File: src/bwe_pkg.sv
// Purpose: shared constants and types for the byte write strobe decoder
// Assumes: 32-bit data bus, four shared pins
// Notes: pin_function_select uses two bits per pin
package bwe_pkg;
  localparam int NUM_PINS = 4;
  // per-pin function codes
  typedef enum logic [1:0] {
    BWE_FN_STROBE = 2'h0,
    BWE_FN_ADDR = 2'h1,
    BWE_FN_CS = 2'h2,
    BWE_FN_RSVD = 2'h3
  } bwe_fn_t;
  // transfer size codes
  localparam logic [1:0] SZ_LONG = 2'h0;
  localparam logic [1:0] SZ_BYTE = 2'h1;
  localparam logic [1:0] SZ_WORD = 2'h2;
  localparam logic [1:0] SZ_LINE = 2'h3;
  // port width codes
  typedef enum logic [1:0] {
    BWE_PW_32 = 2'h0,
    BWE_PW_8 = 2'h1,
    BWE_PW_16 = 2'h2
  } bwe_pw_t;
  localparam logic [7:0] PFS_RESET = 8'h00;
  localparam logic [3:0] STROBE_IDLE = 4'hf;
endpackage

File: src/bwe_dec_if.sv
`timescale 1ns/10ps
// Purpose: carries one transfer's attributes to the strobe decoder
// Assumes: single clock domain
// Notes: strobes come back active low
interface bwe_dec_if;
  logic [1:0] size;
  logic [1:0] addr_lo;
  logic [1:0] port_width;
  logic burst;
  logic [3:0] strobe_n;
  modport req (output size, output addr_lo, output port_width, output burst, input strobe_n);
  modport dec (input size, input addr_lo, input port_width, input burst, output strobe_n);
endinterface

File: src/bwe_lane_dec.sv
`timescale 1ns/10ps
// Purpose: combinational lane decode from size, address, width
// Assumes: caller gates with write qualification
// Notes: burst does not alter lanes per table; kept as an input
module bwe_lane_dec (
  bwe_dec_if.dec d
);
  import bwe_pkg::*;
  // lane index 0 is the most significant byte
  function automatic logic [3:0] lane_bit(input logic [1:0] idx);
    lane_bit = 4'h1 << idx;
  endfunction
  logic [3:0] act;
  always_comb begin
    act = 4'h0;
    unique case (d.port_width)
      BWE_PW_8: act = 4'h1;
      BWE_PW_16: begin
        if (d.size == SZ_BYTE) act = lane_bit({1'b0, d.addr_lo[0]});
        else act = 4'h3;
      end
      default: begin
        unique case (d.size)
          SZ_BYTE: act = lane_bit(d.addr_lo);
          SZ_WORD: act = d.addr_lo[1] ? 4'hc : 4'h3;
          default: act = 4'hf;
        endcase
      end
    endcase
  end
  // bit i of act drives strobe i, active low
  assign d.strobe_n = ~act;
endmodule // bwe_lane_dec

File: src/bwe_top.sv
`timescale 1ns/10ps
// Purpose: drives four shared pins as address bits, chip selects or byte write strobes
// Assumes: transfer qualifiers arrive on clk; irq pins are asynchronous
// Notes: strobe i gates data lane 31-8i..24-8i
module bwe_top (
  input wire logic clk,
  input wire logic sys_rst,
  input wire logic [7:0] pin_function_select,
  input wire logic xfer_valid,
  input wire logic xfer_write,
  input wire logic [bwe_pkg::NUM_PINS-1:0] transfer_size_code,
  input wire logic [1:0] addr_lo,
  input wire logic [3:0] addr_hi,
  input wire logic [3:0] cs_hi_n,
  input wire logic [1:0] region_port_width,
  input wire logic region_burst,
  input wire logic use_boot_region,
  input wire logic [2:0] encoded_irq_level_n,
  output logic [3:0] shared_pin,
  output logic [1:0] boot_port_width,
  output logic boot_auto_ack
);
  import bwe_pkg::*;

  // ==========================================
  // boot strap capture
  logic [2:0] irq_s1_q;
  logic [2:0] irq_s2_q;
  logic in_rst_q;
  // no reset on the synchroniser: it must keep sampling the pins while reset is held
  always_ff @(posedge clk) begin
    irq_s1_q <= encoded_irq_level_n;
    irq_s2_q <= irq_s1_q;
  end
  // capture takes the second edge after release, from the synchroniser output
  always_ff @(posedge clk or posedge sys_rst) begin
    if (sys_rst) in_rst_q <= 1'b1;
    else in_rst_q <= 1'b0;
  end
  logic [1:0] boot_pw_q;
  logic boot_aa_q;
  logic strap_done_q;
  always_ff @(posedge clk or posedge sys_rst) begin
    if (sys_rst) begin
      boot_pw_q <= BWE_PW_32;
      boot_aa_q <= 1'b0;
      strap_done_q <= 1'b0;
    end else if (!strap_done_q && !in_rst_q) begin
      strap_done_q <= 1'b1;
      boot_aa_q <= irq_s2_q[2];
      unique case (irq_s2_q[1:0])
        2'h0: boot_pw_q <= BWE_PW_32;
        2'h1: boot_pw_q <= BWE_PW_8;
        default: boot_pw_q <= BWE_PW_16;
      endcase
    end
  end
  assign boot_port_width = boot_pw_q;
  assign boot_auto_ack = boot_aa_q;

  // ==========================================
  // pin function select
  logic [7:0] pfs_q;
  always_ff @(posedge clk or posedge sys_rst) begin
    if (sys_rst) pfs_q <= PFS_RESET;
    else pfs_q <= pin_function_select;
  end

  // ==========================================
  // strobe decode
  bwe_dec_if dif();
  assign dif.size = transfer_size_code[1:0];
  assign dif.addr_lo = addr_lo;
  assign dif.port_width = use_boot_region ? boot_pw_q : region_port_width;
  assign dif.burst = region_burst;
  bwe_lane_dec u_dec (
    .d(dif.dec)
  );

  logic wr_act;
  assign wr_act = xfer_valid && xfer_write && strap_done_q;
  logic [3:0] pin_q;
  always_ff @(posedge clk or posedge sys_rst) begin
    if (sys_rst) begin
      pin_q <= STROBE_IDLE;
    end else begin
      for (int i = 0; i < NUM_PINS; i++) begin
        unique case (bwe_fn_t'(pfs_q[2*i +: 2]))
          BWE_FN_ADDR: pin_q[i] <= addr_hi[i];
          BWE_FN_CS: pin_q[i] <= cs_hi_n[i];
          BWE_FN_STROBE: pin_q[i] <= wr_act ? dif.strobe_n[i] : 1'b1;
          default: pin_q[i] <= 1'b1;
        endcase
      end
    end
  end
  assign shared_pin = pin_q;

  // ==========================================
  // checks
  // the size code's upper bits carry nothing; only the low pair is decoded
  logic [1:0] size_lo;
  assign size_lo = transfer_size_code[1:0];
endmodule // bwe_top

File: config.mk
export PLATFORM = sky130hd
export DESIGN_NAME = bwe_top
export DESIGN_NICKNAME = d
export VERILOG_FILES = /design/src/bwe_pkg.sv /design/src/bwe_dec_if.sv /design/src/bwe_lane_dec.sv /design/src/bwe_top.sv
export SDC_FILE = /design/constraint.sdc
export NUM_CORES = 1
export LEC_CHECK = 0
export ABC_AREA = 1
export BUFFER_PORTS_ARGS = -buffer_cell sky130_fd_sc_hd__buf_2
export CAP_MARGIN = 15
export CORE_UTILIZATION = 45
export DETAILED_ROUTE_END_ITERATION = 10
export PLACE_DENSITY = 0.73
export SLEW_MARGIN = 20
export SYNTH_ARGS = -nofsm -noshare
export SYNTH_HDL_FRONTEND = slang
export SYNTH_SLANG_ARGS = --single-unit
export TNS_END_PERCENT = 20
File: constraint.sdc
create_clock -name clk -period 1.81 [get_ports clk]
set_clock_uncertainty 0.15 [all_clocks]
set_input_delay 0.181 -clock clk [delete_from_list [all_inputs] [get_ports clk]]
set_output_delay 0.181 -clock clk [all_outputs]
set_load 0.01 [all_outputs]
# ---- After elaboration in Yosys (flattened, before gate mapping)
# Cells that the tools add are included.
dict set report word_totals {
  regBits 23
  input_bits 33
  out_inout_bits 7
}
dict set report op_classes {
  n_eq_ne 13
  n_shift 2
  muxes 14
  bitwise 1
  reduce_logical 10
}
# cell n
set ops {}
lappend ops {{one-hot mux 4 bit (2 select lines)} 2}
lappend ops {{equality test 2 x 1 -> 1 bit (second input constant)} 7}
lappend ops {{equality test 2 bit (second input constant)} 6}
lappend ops {{one-hot mux 1 bit (3 select lines)} 4}
lappend ops {{logical NOT 2 bit} 5}
lappend ops {{2-to-1 mux 4 bit} 2}
lappend ops {{2-to-1 mux 1 bit} 4}
lappend ops {{NOT 4 bit} 1}
lappend ops {{one-hot mux 2 bit (2 select lines)} 1}
lappend ops {{<< shifter 1 x 1 -> 4 bit (first input constant)} 1}
lappend ops {{<< shifter 1 x 2 -> 4 bit (first input constant)} 1}
lappend ops {{logical AND 1 bit} 3}
lappend ops {{logical NOT 1 bit} 2}
lappend ops {{2-to-1 mux 2 bit} 1}

# ---- Logic depth before layout (Yosys ltp)
# Gate-level depths: netlist (run 1).
dict set report logic_depth {
  word_depth 6
  mapped_depth 11
  mapped_depth_nobuf 11
}

# ---- By module
# A second synthesis (run 1) with hierarchy kept.
dict set report unflattened {
  cells_unflattened 110
  area_unflattened_um2 955.9
}
# mod instances cells_per_inst area_each_um2 seq_area_each_um2
set by_module_without_submodules {}
lappend by_module_without_submodules {bwe_top 1 74 768.2 551.8}
lappend by_module_without_submodules {bwe_lane_dec 1 36 187.7 0.0}

# ---- Worst setup path after synthesis (run 1)
# No wires, ideal clock.
dict set report synth_path {
  path_kind {flip-flop to flip-flop}
  startpoint {register boot_pw_q[1] (netlist: boot_port_width[1])}
  endpoint {register pin_q[0] (netlist: shared_pin[0])}
  t_arrival_ns 1.356
  required_time_ns 1.600
  slack_ns 0.244
  stages_incl_launch_ff 12
  path_buffers 0
  period_less_slack_ns 1.566
  cell_sequence {dfrtp_1 > inv_1 > nand2_1 > o21ai_0 > inv_1 > ha_1 > inv_2 > nor2_1 > nand3_1 > nand3_1 > nand2_1 > nand2_1}
}
dict set report synth_via {
  elab_chain_len 6
  elab_cells_between_ends 7
}
# element line
set synth_lines {}
lappend synth_lines {{start: declaration} bwe_top.sv:40} ;# logic [1:0] boot_pw_q;
lappend synth_lines {{start signal: assignment} bwe_top.sv:45} ;# boot_pw_q <= BWE_PW_32;
lappend synth_lines {{start signal: assignment} bwe_top.sv:52} ;# 2'h0: boot_pw_q <= BWE_PW_32;
lappend synth_lines {{start signal: assignment} bwe_top.sv:53} ;# 2'h1: boot_pw_q <= BWE_PW_8;
lappend synth_lines {{2-to-1 mux 2 bit (*)} bwe_top.sv:74} ;# assign dif.port_width = use_boot_region ? boot_pw_q : region_port_width;
lappend synth_lines {{equality test 2 bit / equality test 2 x 1 -> 1 bit (equally long branches)} bwe_lane_dec.sv:16} ;# unique case (d.port_width)
lappend synth_lines {{one-hot mux 4 bit (2 select lines) (*)} bwe_lane_dec.sv:16}
lappend synth_lines {{NOT 4 bit (*)} bwe_lane_dec.sv:32} ;# assign d.strobe_n = ~act;
lappend synth_lines {{2-to-1 mux 1 bit (*)} bwe_top.sv:91} ;# BWE_FN_STROBE: pin_q[i] <= wr_act ? dif.strobe_n[i] : 1'b1;
lappend synth_lines {{one-hot mux 1 bit (3 select lines) (*)} bwe_top.sv:88} ;# unique case (bwe_fn_t'(pfs_q[2*i +: 2]))
lappend synth_lines {{end signal: indexed assignment} bwe_top.sv:89} ;# BWE_FN_ADDR: pin_q[i] <= addr_hi[i];
lappend synth_lines {{end signal: indexed assignment} bwe_top.sv:90} ;# BWE_FN_CS: pin_q[i] <= cs_hi_n[i];
lappend synth_lines {{end signal: indexed assignment} bwe_top.sv:91}
lappend synth_lines {{end: declaration} bwe_top.sv:82} ;# logic [3:0] pin_q;
# Every way passes the cells marked *; elsewhere a longest branch is shown, timed or not.
# A chain may end at the register's enable or synchronous reset.

# ---- Final worst setup path (run 1)
dict set report layout_path {
  startpoint {register boot_pw_q[1] (netlist: boot_port_width[1])}
  endpoint {register pin_q[1] (netlist: shared_pin[1])}
}
# The elaborated chain is that of the path after synthesis.

==> metrics.csv, run 1 <==
metric;value;unit
dp_hpwl;1.33;mm
critPathLaunchType;flop;
cts_buffers;3;
cp-end-kind;flop;
dpl_worst_slack;0.130;ns
synth_edf_count;0;
placementRows;16;
grt_pass1_wl;2.80;mm
final_common_cell;buf_2;
port_buffers;36;
vias;815;
synth.distinct_cells;17;
synth_nets;142;
first_pass_iters;4;
die_w;47.9;um
diodes;0;
globalRouteOverflowTotal;0;
grt_setup_unrepaired;false;
synth-seq-cells;23;
crit_required;1.90;ns
hold_viol;0;
ys.flop_type;dfrtp_1;
ir_drop;0.571;mV
clk_pin_slew_worst_paths;0.12;ns
insertion_delay;0.30;ns
synth.avg_cell_area;9.20;sq um
antenna_found_initial;0;
r2r_end;shared_pin[1]$_DFF_PP1_;
path_class;flop to flop;
drv_slew;0;
start_util;48.3;%
netlist_area;947;sq um
ys_warn_count;0;
status;completed;
final_cell_mix;36 x buf_2, 25 x nand2_1, 18 x dlygate4sd3_1, 12 x inv_1, 12 x dfrtp_1;
worstMarginPinSlew;0.618;ns
via_per_inst;4.34;
setup_violations;0;
drt_iter0_drc;15;
tns;0;ns
area_delta_synth_final;44.9;%
grt_max_degree;18;
root_buffer;clkbuf_4;
fin_crit_sh;90.4;%
hold_ws;0.0160;ns
fmax;0.611;GHz
cts_max_path_buffers;2;
place_congestion;0.714;
hp-start;cs_hi_n[0];
grt_use_total;18.2;%
fin_crit;1.64;ns
hp-class;input port to flop;
p_per_area;753;nW/um^2
r2r_cells;11;
syn_inst;103;
hold_end;shared_pin[0]$_DFF_PP1_;
wirelength;1.84;mm
routedWlPerCell;9.78;um
async_flop_share;73.9;%
drive_gt1_share;32.9;%
multiInputGateArea;339;sq um
tritoncts;done;
grt_pass1_vias;701;
hold_depth;5;
cts.sinks;23;
yosysSeqAreaShare;58.3;%
final_area;1370;sq um
relSlewSlack;58.7;%
die_h;47.9;um
route.detailed.drc;0;
fillers;165;
cts-htree-levels;1;
regArea;552;sq um
rr_startpoint;boot_port_width[1]$_DFFE_PP0P_;
cap_violations;0;
path_max_fanout;4;
ios;40;
rrSetupSlack;0.17;ns
core;1960;sq um
num-nets-final;201;
worstPathArrival;1.73;ns
die-area;2290;sq um
place_area;1160;sq um
detail-route-antenna-nets;0;
leakage;0.708;nW
fin_ws;0.174;ns
==> critical path, cell delays in order, from the launching register on <==
cell,delay (ns)
dfrtp_1,0.40
inv_1,0.08
nand2_1,0.06
o21ai_2,0.06
inv_1,0.07
ha_1,0.30
inv_2,0.05
nor2_1,0.12
nand3_1,0.09
nand3_1,0.08
nand2_1,0.06
nand2_1,0.06
==> routing by layer <==
metal / part of all wire (%) / GRT usage (%) / vias to the layer above
li1: - / - / 434
met2: 53 / 31.9 / 17
met4: 0.76 / 6.67 / 0
met3: 2.8 / 3.77 / 2
met5: 0 / 0 / -
met1: 43 / 22.1 / 362
==> sequential cells by signal, indices dropped and copies added, names as in the netlist <==
register / count
boot_auto_ack: 1
irq_s1_q: 3
boot_port_width: 2
pfs_q: 8
strap_done_q: 1
in_rst_q: 1
irq_s2_q: 3
shared_pin: 4
==> area by class of cell <==
cell class,instances,area share [%]
flip-flops and latches,23,40.2
repair buffers,54,26.3
multi-input cells,64,24.7
inverters,16,4.38
well taps,27,2.46
clock buffers,3,1.64
clock inverters,1,0.365
==> Yosys cell counts (4+ instances only) <==
cell type	instances	share of area, %
nand3_1	9	4.8
inv_1	12	4.8
dfrtp_1	12	32
o21ai_0	6	3.2
inv_2	4	1.6
ha_1	6	7.9
dfxtp_1	6	13
nor2_1	5	2.0
nand2_1	25	9.9
a21oi_1	5	2.6
dfstp_2	5	14
==> worst max-delay path by stage <==
stage | startpoint | endpoint | cells past startpoint
CTS | boot_port_width[1]$_DFFE_PP0P_ | shared_pin[1]$_DFF_PP1_ | 11
global placement | boot_port_width[1]$_DFFE_PP0P_ | shared_pin[1]$_DFF_PP1_ | 11
global route | boot_port_width[1]$_DFFE_PP0P_ | shared_pin[1]$_DFF_PP1_ | 11
floorplan | boot_port_width[1]$_DFFE_PP0P_ | shared_pin[0]$_DFF_PP1_ | 11
finish | boot_port_width[1]$_DFFE_PP0P_ | shared_pin[1]$_DFF_PP1_ | 11
detailed placement | boot_port_width[1]$_DFFE_PP0P_ | shared_pin[1]$_DFF_PP1_ | 11
==> through the flow <==
step                      instances  total power, mW  utilization (%)
after floorplan                 103            0.711                -
after global placement          166            0.788             59.2
after detailed placement        166            0.795             59.2
after CTS                       188             1.05             69.8
after global routing            188             1.11             70.0
final                           188             1.03             70.0
==> power by group <==
group | internal (mW) | switching, mW | total, mW
clock | 0.0822 | 0.136 | 0.218
sequential | 0.563 | 0.0197 | 0.583
combinational | 0.113 | 0.119 | 0.232
total | 0.758 | 0.275 | 1.03
==> logic make-up (layout without fill, tap and decap cells) <==
family          count (synthesis)  count (layout)  synth area share, %
simple gates                   45              45                 20.7
flops                          23              23                 58.3
buf+inv                        16              74                 6.34
compound gates                 12              12                 6.34
fa+ha+maj                       6               6                 7.93
other cells                     1               1                0.396
==> what timing repair did <==
item	in CTS	in global routing
hold buffers	18	0
endpoints found under the hold margin	27	0
buffers inserted	0	0
endpoints found under the setup margin	0	4
gates resized for setup	0	2
Power figures use the tool's default switching activity.
==> inputs of run 2 (changes only) <==
--- a/config.mk
+++ b/config.mk
@@ -9,10 +9,12 @@
 export BUFFER_PORTS_ARGS = -buffer_cell sky130_fd_sc_hd__buf_2
 export CAP_MARGIN = 15
-export CORE_UTILIZATION = 45
+export CORE_MARGIN = 8
+export CORE_UTILIZATION = 46
 export DETAILED_ROUTE_END_ITERATION = 10
-export PLACE_DENSITY = 0.73
+export PLACE_DENSITY = 0.74
 export SLEW_MARGIN = 20
 export SYNTH_ARGS = -nofsm -noshare
 export SYNTH_HDL_FRONTEND = slang
+export SYNTH_HIERARCHICAL = 1
 export SYNTH_SLANG_ARGS = --single-unit
 export TNS_END_PERCENT = 20
--- a/constraint.sdc
+++ b/constraint.sdc
@@ -3,3 +3,3 @@
 set_input_delay 0.181 -clock clk [delete_from_list [all_inputs] [get_ports clk]]
 set_output_delay 0.181 -clock clk [all_outputs]
-set_load 0.01 [all_outputs]
+set_load 0.005 [all_outputs]
==> metrics.csv, run 2 <==
metric;value;unit;change
synth_largest_area_cell;dfrtp_1;;unchanged
die_h;61.6;um;was 47.9 um
die_w;61.6;um;was 47.9 um
critPathLaunchType;flop;;unchanged
r2r_end;shared_pin[0]$_DFF_PP1_;;was shared_pin[1]$_DFF_PP1_
crit_start;boot_port_width[0]$_DFFE_PP0P_;;was boot_port_width[1]$_DFFE_PP0P_
core;1960;sq um;unchanged
async_flop_share;73.9;%;unchanged
diodes;0;;unchanged
first_pass_iters;4;;unchanged
insertion_delay;0.31;ns;was 0.30 ns
cp-end-kind;flop;;unchanged
detail-route-antenna-nets;0;;unchanged
final_cell_mix;36 x buf_2, 34 x nand2_1, 18 x dlygate4sd3_1, 14 x inv_1, 12 x dfrtp_1;;was 36 x buf_2, 25 x nand2_1, 18 x dlygate4sd3_1, 12 x inv_1, 12 x dfrtp_1
post_cts_resized;0;;unchanged
hold_viol;0;;unchanged
drv_slew;0;;unchanged
regArea;552;sq um;unchanged
globalRouteOverflowTotal;0;;unchanged
relSlewSlack;57.0;%;was 58.7%
netlist_area;956;sq um;was 947 sq um
crit_required;1.92;ns;was 1.90 ns
final_common_cell;buf_2;;unchanged
status;completed;;unchanged
start_util;48.7;%;was 48.3%
ys.flop_type;dfrtp_1;;unchanged
multiInputGateArea;340;sq um;was 339 sq um
vias;877;;was 815
synth.distinct_cells;14;;was 17
grt_pass1_wl;3.68;mm;was 2.80 mm
syn_inst;110;;was 103
leakage;0.745;nW;was 0.708 nW
path_max_fanout;4;;unchanged
port_buffers;36;;unchanged
r2r_cells;12;;was 11
grt_max_degree;18;;unchanged
setup_violations;0;;unchanged
worstMarginPinSlew;0.645;ns;was 0.618 ns
wirelength;2.28;mm;was 1.84 mm
via_per_inst;4.45;;was 4.34
path_class;flop to flop;;unchanged
largest_register_ffs;8;;unchanged
synth_nets;148;;was 142
synthTopCellsByArea;dfrtp_1 31%, dfstp_2 14%, nand2_1 13%, dfxtp_1 13%, ha_1 6.5%;;was dfrtp_1 32%, dfstp_2 14%, dfxtp_1 13%, nand2_1 9.9%, ha_1 7.9%
synth-seq-cells;23;;unchanged
wl_met1;857;um;was 792 um
drt_iter0_drc;32;;was 15
tritoncts;done;;unchanged
hp-class;input port to flop;;unchanged
worstPathArrival;1.74;ns;was 1.73 ns
rrSetupSlack;0.17;ns;about the same
drive_gt1_share;31.8;%;was 32.9%
route.detailed.drc;0;;unchanged
place_congestion;0.717;;was 0.714
placementRows;16;;unchanged
place_area;1170;sq um;was 1160 sq um
grt_pass1_vias;896;;was 701
yosysTopAreaCellShare;31.4;%;was 31.7%
area_delta_synth_final;45.7;%;was 44.9%
root_buffer;clkbuf_4;;unchanged
die-area;3790;sq um;was 2290 sq um
wl_met3;165;um;was 52 um
grt_use_total;13.2;%;was 18.2%
p_per_area;705;nW/um^2;was 753 nW/um^2
cts-htree-levels;1;;unchanged
yosysSeqAreaShare;57.7;%;was 58.3%
fin_crit_sh;90.4;%;about the same
ir_drop;0.557;mV;was 0.571 mV
clk_pin_slew_worst_paths;0.12;ns;about the same
antenna_found_initial;0;;unchanged
routedWlPerCell;11.5;um;was 9.78 um
cts_buffers;3;;unchanged
synth_common_cells;34 x nand2_1, 14 x inv_1, 12 x dfrtp_1;;was 25 x nand2_1, 12 x dfrtp_1, 12 x inv_1
routed.top_layer;met4;;unchanged
ys_warn_count;6;;was 0
ios;40;;unchanged
fin_crit;1.64;ns;about the same
cp-endpoint;shared_pin[0]$_DFF_PP1_;;was shared_pin[1]$_DFF_PP1_
dp_hpwl;1.54;mm;was 1.33 mm
cts_max_path_buffers;2;;unchanged
synth_most_common_cell;nand2_1;;unchanged
final_area;1390;sq um;was 1370 sq um
cts.sinks;23;;unchanged
final_core_util;71.0;%;was 70.0%
num-nets-final;209;;was 201
cap_violations;0;;unchanged
fillers;168;;was 165
synth_edf_count;0;;unchanged
synth.avg_cell_area;8.69;sq um;was 9.20 sq um
fmax;0.611;GHz;about the same
top_register;pfs_q;;unchanged
grt_setup_unrepaired;false;;unchanged
rr_startpoint;boot_port_width[0]$_DFFE_PP0P_;;was boot_port_width[1]$_DFFE_PP0P_
dr_wl_met2;1.21;mm;was 978 um
tns;0;ns;unchanged
run 2: where the power goes:
part           internal [mW]  switching, mW
Clock                 0.0826          0.152
Sequential             0.549         0.0131
Combinational         0.0972         0.0875
Total                  0.729          0.253
run 2: through the flow:
step | hold WS (ns) | setup WS [ns] | cells | total power, mW
floorplan | -0.0466 | 0.272 | 110 | 0.653
global placement | 0.125 | 0.159 | 173 | 0.713
detailed placement | 0.135 | 0.115 | 173 | 0.721
CTS | 0.00624 | 0.103 | 195 | 0.978
global route | 0.00960 | 0.0243 | 197 | 1.04
finish | 0.00298 | 0.173 | 197 | 0.982
run 2: worst min-delay path by stage:
| stage | from | to | slack (ns) | cells past startpoint |
|---|---|---|---|---|
| 5_1_grt | cs_hi_n[3] | shared_pin[3]$_DFF_PP1_ | 0.01 | 5 |
| 3_5_place_dp | sys_rst | strap_done_q$_DFFE_PP0P_ | 0.14 | 2 |
| 2_1_floorplan | sys_rst | boot_auto_ack$_DFFE_PP0P_ | -0.05 | 1 |
| 3_3_place_gp | sys_rst | strap_done_q$_DFFE_PP0P_ | 0.13 | 2 |
| 6_report | cs_hi_n[3] | shared_pin[3]$_DFF_PP1_ | 0.003 | 5 |
| 4_1_cts | cs_hi_n[3] | shared_pin[3]$_DFF_PP1_ | 0.006 | 5 |
run 2: cells by family (layout without fill, tap and decap cells):
family,after synthesis,count (layout),share of synthesized area (%)
AOI/OAI and AO/OA,12,12,6.28
adders and majority gates,5,5,6.54
buffers and inverters,17,77,6.68
DFF,23,23,57.7
other,1,1,0.392
and+or+nand+nor,52,52,22.4
run 2: timing repair:
action                                  in CTS  in global routing
hold buffers                                18                  0
buffers inserted                             0                  2
endpoints found under the hold margin       27                  0
endpoints found under the setup margin       0                  2
run 2: cell type report:
type | count | share of cell area, %
repair buffers | 56 | 27.0
multi-input cells | 70 | 24.4
clock inverters | 1 | 0.359
inverters | 17 | 4.58
clock buffers | 3 | 1.62
flip-flops and latches | 23 | 39.6
well taps | 27 | 2.43
run 2: worst max-delay path, stage by stage, from the launching register on:
cell and delay, ns:
dfrtp_1 0.36, nand2_1 0.04, o21ai_0 0.10, inv_1 0.07
ha_1 0.35, inv_2 0.08, nor2_2 0.04, nand3_1 0.08
nand2_1 0.06, nor2_1 0.08, nand2_1 0.06, nand2_1 0.06
nand2_1 0.04
run 2: metal layers:
metal / vias up / global-route usage, %
li1: 453 / -
met1: 391 / 12.2
met2: 27 / 25.7
met3: 6 / 3.97
met4: 0 / 5.84
met5: - / 0
==> inputs of run 3 (changes only) <==
ABC_AREA = default   (was 1)
CORE_UTILIZATION = 45   (was 46)
PLACE_DENSITY = 0.73   (was 0.74)
clock period = 1.6 ns   (was 1.81 ns; I/O delays follow)
==> metrics.csv, run 3 <==
metric;value;unit;change
insertion_delay;0.30;ns;was 0.31 ns
start_util;47.4;%;was 48.7%
cp-end-kind;flop;;unchanged
hp-class;input port to flop;;unchanged
first_pass_iters;2;;was 4
setup_violations;4;;was 0
tritoncts;done;;unchanged
yosysTopAreaCellShare;32.6;%;was 31.4%
yosysSeqAreaShare;59.9;%;was 57.7%
synth-seq-cells;23;;unchanged
met1_usage;11.6;%;was 12.2%
fin_crit_sh;112;%;was 90.4%
grt_setup_unrepaired;true;;was false
final_core_util;71.3;%;was 71.0%
globalRouteOverflowTotal;0;;unchanged
synth.distinct_cells;24;;was 14
synth_top_family_by_area;simple AND/OR/NAND/NOR gates;;unchanged
grt.busiest_layer;met2;;unchanged
hp-start;cs_hi_n[0];;was cs_hi_n[3]
root_buffer;clkbuf_4;;unchanged
synth_largest_area_cell;dfrtp_1;;unchanged
synthTopCellsByArea;dfrtp_1 33%, dfstp_2 14%, dfxtp_1 13%, ha_1 6.8%, nor3b_1 6.5%;;was dfrtp_1 31%, dfstp_2 14%, nand2_1 13%, dfxtp_1 13%, ha_1 6.5%
synthXorXnorAreaFrac;0;%;unchanged
synth_most_common_cell;dfrtp_1;;was nand2_1
ys.flop_type;dfrtp_1;;unchanged
final_common_cell;buf_2;;unchanged
synth_common_cells;12 x dfrtp_1, 8 x nor3b_1, 7 x inv_1;;was 34 x nand2_1, 14 x inv_1, 12 x dfrtp_1
final_cell_mix;36 x buf_2, 13 x dlygate4sd3_1, 12 x dfrtp_1, 8 x nor3b_1;;was 36 x buf_2, 34 x nand2_1, 18 x dlygate4sd3_1, 14 x inv_1, 12 x dfrtp_1
area_delta_synth_final;50.4;%;was 45.7%
num-nets-final;175;;was 209
largest_register_ffs;8;;unchanged
placementRows;16;;unchanged
critPathLaunchType;flop;;unchanged
grt_use_met3;2.71;%;was 3.97%
async_flop_share;73.9;%;unchanged
antenna_found_initial;0;;unchanged
port_buffers;36;;unchanged
cap_violations;0;;unchanged
fin_ws;-0.195;ns;was 0.173 ns
rr_startpoint;boot_port_width[1]$_DFFE_PP0P_;;was boot_port_width[0]$_DFFE_PP0P_
routedWlPerCell;12.8;um;was 11.5 um
top_register;pfs_q;;unchanged
hold_viol;1;;was 0
grt_pass1_wl;3.23;mm;was 3.68 mm
dpl_worst_slack;-0.213;ns;was 0.115 ns
slowest_stage;dfrtp_1;;unchanged
synth_fa_ha_area_share;6.79;%;was 6.54%
detail-route-antenna-nets;0;;unchanged
die-area;3750;sq um;was 3790 sq um
rrSetupSlack;-0.20;ns;was 0.17 ns
drv_slew;0;;unchanged
synth_edf_count;0;;unchanged
ios;40;;unchanged
grt_max_degree;18;;unchanged
via_per_inst;4.59;;was 4.45
leakage;0.652;nW;was 0.745 nW
use_met2;22.2;%;was 25.7%
die_w;61.2;um;was 61.6 um
hold_end;shared_pin[0]$_DFF_PP1_;;was shared_pin[3]$_DFF_PP1_
path_class;flop to flop;;unchanged
hold_ws;-0.00232;ns;was 0.00298 ns
drt_iter0_drc;11;;was 32
relSlewSlack;57.7;%;was 57.0%
grt_use_total;11.6;%;was 13.2%
grt_pass1_vias;787;;was 896
worstPathArrival;1.89;ns;was 1.74 ns
cts.sinks;23;;unchanged
clk_pin_slew_worst_paths;0.12;ns;about the same
crit_path_max_incr_delay;0.41;ns;was 0.36 ns
route.detailed.drc;0;;unchanged
crit_required;1.70;ns;was 1.92 ns
status;complete, but fails checks;;was completed
synthSimpleGateAreaFrac;18.8;%;was 22.4%
cts_max_path_buffers;2;;unchanged
cts_buffers;3;;unchanged
synth_nets;115;;was 148
drive_gt1_share;49.3;%;was 31.8%
vias;748;;was 877
dp_hpwl;1.50;mm;was 1.54 mm
ys_warn_count;6;;unchanged
netlist_area;921;sq um;was 956 sq um
path_cells;mux2_4, ha_4, inv_4, nor3_2, a311oi_2, nor4_1, nor3_1;;was nand2_1, o21ai_0, inv_1, ha_1, inv_2, nor2_2, nand3_1, nand2_1, nor2_1, nand2_1, nand2_1, nand2_1
synth.avg_cell_area;12.0;sq um;was 8.69 sq um
p_per_area;808;nW/um^2;was 705 nW/um^2
worstMarginPinSlew;0.634;ns;was 0.645 ns
synth_mux_area_share;4.89;%;was 0%
violations;hold timing, setup timing;;
place_congestion;0.726;;was 0.717
ir_drop;0.734;mV;was 0.557 mV
path_max_fanout;5;;was 4
core;1940;sq um;was 1960 sq um
fin_crit;1.80;ns;was 1.64 ns
hold_depth;3;;was 5
syn_inst;77;;was 110
fmax;0.557;GHz;was 0.611 GHz
r2r_end;shared_pin[1]$_DFF_PP1_;;was shared_pin[0]$_DFF_PP1_
wirelength;2.08;mm;was 2.28 mm
cts-htree-levels;1;;unchanged
die_h;61.2;um;was 61.6 um
synth_compound_area_share;6.39;%;was 6.28%
diodes;0;;unchanged
r2r_cells;7;;was 12
## run 3: cells by family (layout without fill, tap and decap cells)
| group | after synthesis | after routing |
|---|---|---|
| AO/OA/AOI/OAI | 8 | 8 |
| adder cells (fa/ha/maj) | 5 | 5 |
| buffers and inverters | 7 | 66 |
| flip-flops | 23 | 23 |
| multiplexers | 4 | 4 |
| other | 1 | 1 |
| AND/OR/NAND/NOR | 29 | 29 |
## run 3: cell type report
type	instances	area [sq um]
fillers	145	557
inverters	7	28.8
multi-input cells	47	388
clock buffers	3	22.5
repair buffers	55	355
clock inverters	1	5.00
well taps	27	33.8
flip-flops and latches	23	552
## run 3: worst max path at each step
stage | slack [ns] | end | cells after the start | start
2_1_floorplan | -0.13 | shared_pin[1]$_DFF_PP1_ | 7 | boot_port_width[1]$_DFFE_PP0P_
3_3_place_gp | -0.15 | shared_pin[1]$_DFF_PP1_ | 7 | boot_port_width[1]$_DFFE_PP0P_
3_5_place_dp | -0.21 | shared_pin[1]$_DFF_PP1_ | 8 | boot_port_width[0]$_DFFE_PP0P_
4_1_cts | -0.19 | shared_pin[1]$_DFF_PP1_ | 7 | boot_port_width[1]$_DFFE_PP0P_
5_1_grt | -0.27 | shared_pin[0]$_DFF_PP1_ | 8 | boot_port_width[1]$_DFFE_PP0P_
6_report | -0.20 | shared_pin[1]$_DFF_PP1_ | 7 | boot_port_width[1]$_DFFE_PP0P_
## run 3: per-layer routing
layer	up-vias	wire length, um	part of all wire, %
met5	-	0	0
met4	0	29	1.4
met3	4	130	6.2
met2	20	1120	54
met1	341	803	39
li1	383	-	-
## run 3: critical path, delay by kind of cell, from the launching register on
| family | cells | cell delay, ns |
|---|---|---|
| compound gates | 1 | 0.05 |
| simple gates | 3 | 0.47 |
| fa+ha+maj | 1 | 0.31 |
| flops | 1 | 0.41 |
| buf+inv | 1 | 0.05 |
| mux | 1 | 0.29 |
## run 3: through the flow
step	total power, mW	cell area [sq um]	std cells	setup TNS (ns)
final	1.12	1390	163	-0.538
after global placement	0.806	1170	143	-0.367
after detailed placement	0.813	1170	143	-0.507
after floorplan	0.732	933	77	-0.299
after global routing	1.17	1390	163	-0.793
after CTS	1.11	1350	161	-0.491
## run 3: power by group
part           total [mW]  switching [mW]  internal [mW]
Clock               0.259           0.166         0.0933
Sequential          0.635          0.0155          0.620
Combinational       0.225          0.0952          0.130
## run 3: what timing repair did
action / in CTS / in global routing
resized for setup: 7 / 3
hold endpoints to repair: 24 / 0
hold buffers: 13 / 0
setup buffers: 1 / 2
endpoints found under the setup margin: 4 / 4
pin swaps: 4 / 3
